<file path="src/lpt_pkg.sv">
// lpt_pkg: timing constants and command encodings for the maintenance sequencer
package lpt_pkg;

   // clock period in picoseconds (125 MHz)
   localparam int unsigned CLK_PS = 8000;

   // least time in ps and in clocks, rounded up, never below the nCK floor
   function automatic int unsigned cyc_max(input int unsigned t_ps, input int unsigned nck);
      int unsigned c;
      c = (t_ps + CLK_PS - 1) / CLK_PS;
      if (c < nck) c = nck;
      if (c < 1) c = 1;
      return c;
   endfunction

   // timing figures in ps, as printed
   localparam int unsigned T_XP_PS      = 7500;
   localparam int unsigned T_CKE_PS     = 7500;
   localparam int unsigned T_CMDCKE_PS  = 1750;
   localparam int unsigned T_CKELCK_PS  = 5000;
   localparam int unsigned T_CSCKE_PS   = 1750;
   localparam int unsigned T_MRWCKEL_PS = 14000;
   localparam int unsigned T_ZQCKE_PS   = 1750;
   localparam int unsigned T_ZQCAL_PS   = 1000000;
   localparam int unsigned T_ZQLAT_PS   = 30000;
   localparam int unsigned T_ZQRST_PS   = 50000;
   localparam int unsigned T_OSCO_PS    = 40000;
   localparam int unsigned T_FC_SM_PS   = 200000;
   localparam int unsigned T_FC_LG_PS   = 250000;
   localparam int unsigned T_CKFSP_PS   = 7500;
   localparam int unsigned T_DQSCKE_PS  = 10000;
   localparam int unsigned T_CAENT_PS   = 250000;
   localparam int unsigned T_CACD_PS    = 110000;

   // cycle counts
   localparam int unsigned C_XP      = cyc_max(T_XP_PS, 5);
   localparam int unsigned C_CKE     = cyc_max(T_CKE_PS, 4);
   localparam int unsigned C_CMDCKE  = cyc_max(T_CMDCKE_PS, 3);
   localparam int unsigned C_CKELCK  = cyc_max(T_CKELCK_PS, 5);
   localparam int unsigned C_CSCKE   = cyc_max(T_CSCKE_PS, 1);
   localparam int unsigned C_MRWCKEL = cyc_max(T_MRWCKEL_PS, 10);
   localparam int unsigned C_ZQCKE   = cyc_max(T_ZQCKE_PS, 3);
   localparam int unsigned C_ZQCAL   = cyc_max(T_ZQCAL_PS, 1);
   localparam int unsigned C_ZQLAT   = cyc_max(T_ZQLAT_PS, 8);
   localparam int unsigned C_ZQRST   = cyc_max(T_ZQRST_PS, 3);
   localparam int unsigned C_OSCO    = cyc_max(T_OSCO_PS, 8);
   localparam int unsigned C_FC_SM   = cyc_max(T_FC_SM_PS, 1);
   localparam int unsigned C_FC_LG   = cyc_max(T_FC_LG_PS, 1);
   localparam int unsigned C_CKFSP   = cyc_max(T_CKFSP_PS, 4);
   localparam int unsigned C_DQSCKE  = cyc_max(T_DQSCKE_PS, 1);
   localparam int unsigned C_CAENT   = cyc_max(T_CAENT_PS, 1);
   localparam int unsigned C_CACD    = cyc_max(T_CACD_PS, 4);
   localparam int unsigned C_XCBT_SM = cyc_max(T_FC_SM_PS, 5);
   localparam int unsigned C_XCBT_LG = cyc_max(T_FC_LG_PS, 5);
   localparam int unsigned C_WLDQSEN = 20;
   localparam int unsigned C_WLWPRE  = 20;
   localparam int unsigned C_WLMRD   = 40;
   localparam int unsigned C_CKDQS   = cyc_max(T_CKFSP_PS, 4);

   localparam int CNT_W = 8;

   // command codes on the request port
   localparam logic [3:0] OP_NOP      = 4'h0;
   localparam logic [3:0] OP_PD_ENTER = 4'h1;
   localparam logic [3:0] OP_PD_EXIT  = 4'h2;
   localparam logic [3:0] OP_MRW      = 4'h3;
   localparam logic [3:0] OP_ZQ_START = 4'h4;
   localparam logic [3:0] OP_ZQ_LATCH = 4'h5;
   localparam logic [3:0] OP_ZQ_RESET = 4'h6;
   localparam logic [3:0] OP_OSC_STOP = 4'h7;
   localparam logic [3:0] OP_OSC_READ = 4'h8;
   localparam logic [3:0] OP_OSC_START= 4'h9;
   localparam logic [3:0] OP_FSP      = 4'ha;
   localparam logic [3:0] OP_WL_ENTER = 4'hb;
   localparam logic [3:0] OP_CBT_ENTER= 4'hc;
   localparam logic [3:0] OP_CBT_CMD  = 4'hd;
   localparam logic [3:0] OP_CBT_EXIT = 4'he;
   localparam logic [3:0] OP_CMD      = 4'hf;

endpackage

</file>
<file path="src/lpt_dly.sv">
// lpt_dly: loadable down-counter that reports expiry of a minimum delay
`timescale 1ns/1ns
module lpt_dly
   import lpt_pkg::*;
#(
   parameter int W = 8
) (
   // clock and reset
   input  wire logic         core_clk,
   input  wire logic         rst,
   // load
   input  wire logic         load,
   input  wire logic [W-1:0] value,
   // status
   output logic              done
);
   logic [W-1:0] count;

   assign done = (count == '0);

   always_ff @(posedge core_clk or posedge rst) begin
      if (rst) begin
         count <= '0;
      end else if (load) begin
         count <= value;
      end else if (!done) begin
         count <= count - 1'b1;
      end
   end
endmodule

</file>
<file path="src/lpt_sync.sv">
// lpt_sync: two-stage synchroniser for the write leveling feedback pin
`timescale 1ns/1ns
module lpt_sync (
   // clock and reset
   input  wire logic core_clk,
   input  wire logic rst,
   // pin and result
   input  wire logic din,
   output logic      dout
);
   logic meta;

   always_ff @(posedge core_clk or posedge rst) begin
      if (rst) begin
         meta <= 1'b0;
         dout <= 1'b0;
      end else begin
         meta <= din;
         dout <= meta;
      end
   end
endmodule

</file>
<file path="src/lpt_ctrl.sv">
// lpt_ctrl: host sequencer for power-down, calibration and training timing
`timescale 1ns/1ns
module lpt_ctrl
   import lpt_pkg::*;
#(
   parameter int unsigned ZQCAL_CYCLES = C_ZQCAL
) (
   // clock and reset
   input  wire logic        core_clk,
   input  wire logic        rst,
   // request port
   input  wire logic        req_valid,
   input  wire logic [3:0]  req_op,
   input  wire logic        req_long,
   input  wire logic [5:0]  req_ca,
   output logic             req_ready,
   // device pins
   output logic             ck_en,
   output logic             cke,
   output logic             cs,
   output logic [5:0]       ca,
   output logic             dqs_t,
   output logic             dqs_c,
   output logic             dqs_oe,
   input  wire logic        wl_fb,
   // status
   output logic             wl_sample,
   output logic             wl_sample_valid,
   output logic             in_pd,
   output logic             in_cbt
);
   // ---------------------------------------------
   // state
   // ---------------------------------------------
   typedef enum logic [2:0] {
      ST_IDLE,
      ST_CMD,
      ST_DQS_PRE,
      ST_CKE_LOW,
      ST_WL_WAIT,
      ST_WL_PRE,
      ST_WL_TOG,
      ST_WL_POST
   } lpt_state_t;

   lpt_state_t       state;
   lpt_state_t       next_state;
   logic [3:0]       cur_op;
   logic [3:0]       last_cmd;
   logic             wl_prev;
   logic [2:0]       cap_dly;
   logic             wl_sync;
   logic             zq_run;
   logic             sel_long;
   logic [CNT_W-1:0] step_cnt;

   // ---------------------------------------------
   // delay counters
   // ---------------------------------------------
   // cmd: gate on next command; cke: min pulse; clk: valid clock hold;
   // zq: calibration window; osc: readout hold; step: local sequencing
   logic             cmd_load, cke_load, clk_load, zq_load, osc_load, step_load;
   logic [CNT_W-1:0] cmd_val, clk_val, step_val;
   logic [CNT_W-1:0] cke_val, osc_val;
   logic [17:0]      zq_val;
   logic             cmd_done, cke_done, clk_done, zq_done, osc_done, step_done;

   function automatic logic [CNT_W-1:0] cv(input int unsigned c);
      return CNT_W'(c);
   endfunction

   lpt_dly #(.W(CNT_W)) u_cmd  (.core_clk(core_clk), .rst(rst), .load(cmd_load),
                                .value(cmd_val), .done(cmd_done));
   lpt_dly #(.W(CNT_W)) u_cke  (.core_clk(core_clk), .rst(rst), .load(cke_load),
                                .value(cke_val), .done(cke_done));
   lpt_dly #(.W(CNT_W)) u_clk  (.core_clk(core_clk), .rst(rst), .load(clk_load),
                                .value(clk_val), .done(clk_done));
   lpt_dly #(.W(18))    u_zq   (.core_clk(core_clk), .rst(rst), .load(zq_load),
                                .value(zq_val), .done(zq_done));
   lpt_dly #(.W(CNT_W)) u_osc  (.core_clk(core_clk), .rst(rst), .load(osc_load),
                                .value(osc_val), .done(osc_done));
   lpt_dly #(.W(CNT_W)) u_step (.core_clk(core_clk), .rst(rst), .load(step_load),
                                .value(step_val), .done(step_done));

   lpt_sync u_wl_sync (.core_clk(core_clk), .rst(rst), .din(wl_fb), .dout(wl_sync));

   // ---------------------------------------------
   // acceptance decode
   // ---------------------------------------------
   wire is_pd_enter = (req_op == OP_PD_ENTER) || (req_op == OP_CBT_ENTER);
   wire is_pd_exit  = (req_op == OP_PD_EXIT) || (req_op == OP_CBT_EXIT);
   // latch and read also wait for the calibration window and oscillator hold
   wire zq_ok   = (req_op != OP_ZQ_LATCH) || (zq_done && zq_run);
   wire osc_ok  = ((req_op != OP_OSC_READ) && (req_op != OP_OSC_START)) || osc_done;
   // entry into low CKE needs the command spacing and the high pulse width
   wire enter_ok = !is_pd_enter || (!in_pd && cke_done && step_done);
   wire exit_ok  = !is_pd_exit || (in_pd && cke_done && clk_done);
   wire cbt_ok   = (req_op != OP_CBT_CMD) || in_cbt;
   wire other_ok = is_pd_exit || req_op == OP_CBT_CMD || !in_pd;
   wire go       = req_valid && req_ready;

   // counters all zero means every max(time,clocks) term has passed
   assign req_ready = (state == ST_IDLE) && cmd_done && zq_ok && osc_ok && enter_ok
                      && exit_ok && cbt_ok && other_ok;

   // ---------------------------------------------
   // next state
   // ---------------------------------------------
   always_comb begin
      next_state = state;
      unique case (state)
         ST_IDLE: begin
            if (go && req_op == OP_CBT_ENTER) begin
               next_state = ST_DQS_PRE;
            end else if (go && req_op == OP_PD_ENTER) begin
               next_state = ST_CKE_LOW;
            end else if (go && req_op == OP_WL_ENTER) begin
               next_state = ST_WL_WAIT;
            end else if (go && !is_pd_exit && req_op != OP_NOP) begin
               next_state = ST_CMD;
            end
         end
         ST_CMD:     next_state = ST_IDLE;
         ST_DQS_PRE: if (step_done) next_state = ST_CKE_LOW;
         ST_CKE_LOW: next_state = ST_IDLE;
         ST_WL_WAIT: if (step_done) next_state = ST_WL_PRE;
         ST_WL_PRE:  if (step_done) next_state = ST_WL_TOG;
         ST_WL_TOG:  if (step_cnt == '0) next_state = ST_WL_POST;
         ST_WL_POST: if (step_done) next_state = ST_IDLE;
      endcase
   end

   // ---------------------------------------------
   // counter loads
   // ---------------------------------------------
   assign cke_load = (state == ST_CKE_LOW) || (go && is_pd_exit);
   assign cke_val  = cv(C_CKE);
   assign clk_load = (state == ST_CKE_LOW);
   // low CKE holds clock and CS longest of plain, after-MRW and after-ZQ figures
   assign clk_val  = (last_cmd == OP_MRW) ? cv(C_MRWCKEL) :
                     (last_cmd == OP_ZQ_START && C_ZQCKE > C_CKELCK) ? cv(C_ZQCKE) :
                     cv(C_CKELCK);
   assign zq_load  = go && (req_op == OP_ZQ_START);
   assign zq_val   = 18'(ZQCAL_CYCLES);
   assign osc_load = go && (req_op == OP_OSC_STOP);
   assign osc_val  = cv(C_OSCO);

   always_comb begin
      cmd_load = 1'b0;
      cmd_val  = '0;
      if (state == ST_CKE_LOW && cur_op == OP_CBT_ENTER) begin
         cmd_load = 1'b1;
         cmd_val  = cv(C_CAENT);
      end else if (go) begin
         cmd_load = 1'b1;
         unique case (req_op)
            OP_PD_EXIT:  cmd_val = cv(C_XP);
            OP_CBT_EXIT: cmd_val = sel_xcbt_long(req_long);
            OP_CBT_CMD:  cmd_val = cv(C_CACD);
            OP_ZQ_LATCH: cmd_val = cv(C_ZQLAT);
            OP_ZQ_RESET: cmd_val = cv(C_ZQRST);
            OP_FSP:      cmd_val = req_long ? cv(C_FC_LG) : cv(C_FC_SM);
            default:     cmd_val = '0;
         endcase
      end
   end

   function automatic logic [CNT_W-1:0] sel_xcbt_long(input logic lng);
      return lng ? cv(C_XCBT_LG) : cv(C_XCBT_SM);
   endfunction

   always_comb begin
      step_load = 1'b0;
      step_val  = '0;
      if (go && req_op == OP_CBT_ENTER) begin
         step_load = 1'b1;
         step_val  = cv(C_DQSCKE);
      end else if (go && req_op == OP_WL_ENTER) begin
         step_load = 1'b1;
         step_val  = cv(C_WLDQSEN);
      end else if (state == ST_WL_WAIT && step_done) begin
         step_load = 1'b1;
         step_val  = cv(C_WLMRD - C_WLDQSEN);
      end else if (state == ST_WL_TOG && step_cnt == '0) begin
         step_load = 1'b1;
         step_val  = cv(C_CKDQS);
      end else if (go && !is_pd_enter) begin
         step_load = 1'b1;
         step_val  = cv(C_CMDCKE);
      end
   end

   // ---------------------------------------------
   // registers
   // ---------------------------------------------
   always_ff @(posedge core_clk or posedge rst) begin
      if (rst) begin
         state    <= ST_IDLE;
         cur_op   <= OP_NOP;
         last_cmd <= OP_NOP;
         sel_long <= 1'b0;
      end else begin
         state <= next_state;
         if (go) begin
            cur_op   <= req_op;
            sel_long <= req_long;
            if (!is_pd_enter && !is_pd_exit) last_cmd <= req_op;
         end
      end
   end

   always_ff @(posedge core_clk or posedge rst) begin
      if (rst) begin
         cke    <= 1'b1;
         in_pd  <= 1'b0;
         in_cbt <= 1'b0;
      end else if (state == ST_CKE_LOW) begin
         cke    <= 1'b0;
         in_pd  <= 1'b1;
         in_cbt <= (cur_op == OP_CBT_ENTER);
      end else if (go && is_pd_exit) begin
         cke    <= 1'b1;
         in_pd  <= 1'b0;
         in_cbt <= 1'b0;
      end
   end

   always_ff @(posedge core_clk or posedge rst) begin
      if (rst) begin
         zq_run <= 1'b0;
      end else if (go && req_op == OP_ZQ_START) begin
         zq_run <= 1'b1;
      end else if (go && req_op == OP_ZQ_LATCH) begin
         zq_run <= 1'b0;
      end
   end

   // command strobe: CS high one cycle with the CA word; held low otherwise
   always_ff @(posedge core_clk or posedge rst) begin
      if (rst) begin
         cs <= 1'b0;
         ca <= '0;
      end else begin
         cs <= (next_state == ST_CMD) || (state == ST_IDLE && go && req_op == OP_CBT_CMD);
         ca <= (go) ? req_ca : ca;
      end
   end

   // clock kept running except while parked in power-down outside training with hold expired
   assign ck_en = !(in_pd && !in_cbt && clk_done && state == ST_IDLE) || !cke_done;

   // ---------------------------------------------
   // strobe drive
   // ---------------------------------------------
   always_ff @(posedge core_clk or posedge rst) begin
      if (rst) begin
         step_cnt <= '0;
         dqs_t    <= 1'b0;
         dqs_c    <= 1'b1;
         dqs_oe   <= 1'b0;
      end else begin
         unique case (state)
            ST_DQS_PRE: begin
               dqs_oe <= 1'b1;
               dqs_t  <= 1'b0;
               dqs_c  <= 1'b1;
            end
            ST_WL_PRE: begin
               dqs_oe   <= 1'b1;
               dqs_t    <= 1'b0;
               dqs_c    <= 1'b1;
               step_cnt <= cv(C_CKDQS);
            end
            ST_WL_TOG: begin
               dqs_t    <= ~dqs_t;
               dqs_c    <= ~dqs_c;
               step_cnt <= step_cnt - 1'b1;
            end
            ST_WL_POST: begin
               dqs_t <= 1'b0;
               dqs_c <= 1'b1;
               if (step_done) dqs_oe <= 1'b0;
            end
            default: begin
               if (!in_cbt) dqs_oe <= 1'b0;
            end
         endcase
      end
   end

   // capture four clocks after the strobe fall: an answer up to 20ns late
   // must have crossed both synchroniser stages before it is taken
   always_ff @(posedge core_clk or posedge rst) begin
      if (rst) begin
         wl_prev         <= 1'b0;
         cap_dly         <= 3'h0;
         wl_sample       <= 1'b0;
         wl_sample_valid <= 1'b0;
      end else begin
         wl_prev         <= dqs_t;
         cap_dly         <= {cap_dly[1:0], (state == ST_WL_TOG) && wl_prev && !dqs_t};
         wl_sample_valid <= cap_dly[2];
         if (cap_dly[2]) wl_sample <= wl_sync;
      end
   end
endmodule

</file>
<file path="config.mk">
export PLATFORM = sky130hd
export DESIGN_NAME = lpt_ctrl
export DESIGN_NICKNAME = d
export VERILOG_FILES = /design/src/lpt_pkg.sv /design/src/lpt_dly.sv /design/src/lpt_sync.sv /design/src/lpt_ctrl.sv
export SDC_FILE = /design/constraint.sdc
export NUM_CORES = 1
export LEC_CHECK = 0
export BUFFER_PORTS_ARGS = -buffer_cell sky130_fd_sc_hd__buf_2
export CORE_MARGIN = 2
export CORE_UTILIZATION = 56
export CTS_BUF_LIST = sky130_fd_sc_hd__clkbuf_4 sky130_fd_sc_hd__clkbuf_8 sky130_fd_sc_hd__clkbuf_16
export DETAILED_ROUTE_END_ITERATION = 6
export GPL_ROUTABILITY_DRIVEN = 0
export GPL_TIMING_DRIVEN = 1
export HOLD_SLACK_MARGIN = 0.03
export PLACE_DENSITY = 0.77
export SLEW_MARGIN = 20
export SYNTH_ARGS = -nofsm -noshare
export SYNTH_HDL_FRONTEND = slang
export SYNTH_SLANG_ARGS = --single-unit
</file>
<file path="constraint.sdc">
create_clock -name core_clk -period 4.29 [get_ports core_clk]
set_clock_uncertainty 0.2 [all_clocks]
set_input_delay 1.0725 -clock core_clk [delete_from_list [all_inputs] [get_ports core_clk]]
set_output_delay 1.0725 -clock core_clk [all_outputs]
set_load 0.1 [all_outputs]
</file>
==> results by group <==
Timing
  • Pins over their slew limit: 0
  • RSZ-0062 raised after global routing: no
  • Final worst path period share: 0.934
  • Slew @ Worst Pin: 0.699 ns
  • Worst rel slew slack: 0.533
  • Final setup fails: 0
  • Highest Clock Rate: 0.250 GHz
  • Fin. Hold Viols: 0
  • Period minus WS final: 4.01 ns
  • WHS: 0.155 ns
  • Fin Setup TNS: 0 ns

CTS
  • CTS Hold Bufs: 0
  • CTS Sinks: 99
  • H-tree levels: 3
  • Post_cts resized: 0
  • Worst-path clk slew: 0.09 ns
  • CTS tree: done
  • Clock Tree Buf Depth: 2
  • Worst-skew pair later-pin latency: 0.37 ns
  • Root buffer cell: clkbuf_8
  • Number of buffers created by CTS: 9
  • Setup bufs post-CTS: 0

Floorplan
  • Starting Density: 0.571
  • Die Span Y: 101 um
  • Number of I/O pins: 32
  • Die Footprint: 10,100 um2
  • Core outline area: 9150 um2
  • Rows: 35
  • Die width: 101 um

Logic synthesis
  • Yosys warning total: 0
  • Average cell area after synthesis: 9.65 um2
  • Ys async rst share: 1.00
  • Top cells by area, synth: dfrtp_1, nor2_1, xnor2_1
  • Post-synthesis sequential area ratio: 0.474
  • Syn Nets: 568
  • Top cells by count, synth: dfrtp_1, nor2_1, nand2_1
  • FF+latch count, synth: 99
  • Most area-hungry cell type in the Yosys netlist: dfrtp_1
  • Post-synth top area share: 0.464
  • Most common cell in the synthesized netlist: dfrtp_1
  • Ys flop type: dfrtp_1
  • Post-synth EDFFs: 0
  • Unique masters post-synth: 63
  • Synthesized cell area: 5230 um2
  • Post-Syn Instances: 542

Critical path
  • Worst path required time: 3.02 ns
  • Worst-path cell chain: inv_1 -> ha_1 -> nor4b_1 -> nand4_1 -> a21boi_1 -> nor2_1 -> nor3b_4 -> buf_12
  • Critical Path Max Stage Delay: 0.42 ns
  • Slowest CP cell: dfrtp_1
  • Worst path bufs/invs: 2
  • Crit path max fanout: 4
  • Crit path from: u_clk.count[0]
  • CP top delay family: simple AND/OR/NAND/NOR gates
  • Setup CP Type: flop to output pin
  • CP startpoint kind: flop
  • Crit path capture type: output pin
  • Critical Path AT: 2.73 ns
  • Reg2Reg Launch Point: u_osc.count[0]

Detailed routing
  • Antenna-violating nets left: 0
  • Routed vias: 4,026
  • DRT Pass-1 Iters: 5
  • Final WL: 10.6 mm
  • DR vias/cell: 5.84
  • Routed WL per cell: 15.4 um
  • DR DRC count: 0
  • DR iter-0 viols: 201

Power and ir drop
  • Power Density: 273 nW/um2
  • Leakage power: 2.54 nW
  • Worst ir drop on vdd: 0.000262 V

Job
  • Max_cap viols: 0

Global route
  • Largest net degree at the start of global routing: 53
  • Initial antenna violation count: 0
  • Gr usage total: 0.231
  • Vias in the first global route: 3,967
  • GRT overflow: 0
  • First-pass GRT wire length: 18.6 mm

Final layout
  • Final Cell Area: 5740 um2
  • Syn-to-layout area delta: 9.78%
  • Final Util: 0.627
  • Antenna Cells: 0
  • Final net count: 599
  • Layout cell share with drive strength beyond 1: 0.168

Min path
  • Hold WC Path Type: flop to flop
  • Hold Startpoint: cap_dly[0]

Place
  • Post-DP Area: 5550 um2
  • Final HPWL DP: 7.72 mm
  • Port Buf Inserts: 31

Status
  • Outcome: complete, no violations
==> layout make-up <==
| type | count | area (um2) |
|---|---|---|
| fillers | 776 | 3410 |
| multi-input cells | 400 | 2600 |
| flip-flops and latches | 99 | 2480 |
| repair buffers | 41 | 245 |
| clock buffers | 13 | 173 |
| well taps | 111 | 139 |
| inverters | 22 | 85.1 |
| clock inverters | 3 | 21.3 |
==> per-stage QoR <==
stage / power [W] / cells / worst slack [ns]
2_1_floorplan: 0.000990 / 542 / 0.0124
3_3_place_gp: 0.00101 / 673 / 0.324
3_5_place_dp: 0.00101 / 673 / 0.220
4_1_cts: 0.00159 / 689 / 0.0830
5_1_grt: 0.00163 / 689 / 0.00406
6_report: 0.00157 / 689 / 0.284
==> kinds of logic (layout without fill, tap and decap cells) <==
family	after synthesis	after routing	share of synthesized area
and+or+nand+nor	241	241	0.252
DFF	99	99	0.474
AOI/OAI and AO/OA	94	94	0.117
buffers and inverters	43	79	0.0323
xor gates and xnor gates	38	38	0.0636
muxes	16	16	0.0340
adders and majority gates	11	11	0.0263
==> metal layers <==
layer  global-route usage  vias up  part of all wire
met3               0.0576       14             0.039
met4               0.0695        0             0.016
met1                0.322     1963              0.47
met5                    0        -                 0
li1                     -     1979                 -
met2                0.357       70              0.47
==> where the power goes <==
group,total [W],internal (W),switching (W)
logic,0.0000585,0.0000170,0.0000415
registers,0.000933,0.000933,0.000000241
clock network,0.000578,0.000265,0.000312
total,0.00157,0.00122,0.000354
==> final timing paths <==
check / slack [ns] / cells past startpoint / end
setup / recovery: 0.28 / 8 / req_ready
hold / removal: 0.15 / 0 / cap_dly[1]
setup reg to reg: 0.98 / 9 / u_osc.count[5]
hold reg to reg: 0.15 / 0 / cap_dly[1]
max in group asynchronous: 2.46 / 3 / dqs_c
min in group asynchronous: 0.58 / 2 / u_zq.count[12]
==> state kept, by name (all words and copies together), names as in the netlist, 3 cells and up <==
register,count
u_zq.count,18
step_cnt,8
u_cke.count,8
u_clk.count,8
u_cmd.count,8
u_osc.count,8
u_step.count,8
ca,6
cur_op,4
last_cmd,4
cap_dly,3
state,3
==> layout by cell type (no fill, tap or decap), types with 3 or more instances in the layout <==
cell / count
dfrtp_1: 97
nor2_1: 62
nand2_1: 41
o21ai_0: 30
buf_2: 30
nand3_1: 28
a21oi_1: 25
nor3_1: 22
xnor2_1: 22
inv_1: 21
xor2_1: 16
mux2_2: 14
clkbuf_8: 12
or3_1: 11
nor4_1: 11
ha_1: 11
nor3b_1: 10
buf_4: 10
nand2b_1: 8
or4_1: 7
or2_2: 6
a211oi_1: 5
nor2b_1: 4
o31ai_1: 4
nand4_1: 4
and2_1: 3
a22o_1: 3
o211ai_1: 3
nand3b_1: 3
or3b_2: 3
Power figures use the tool's default switching activity.
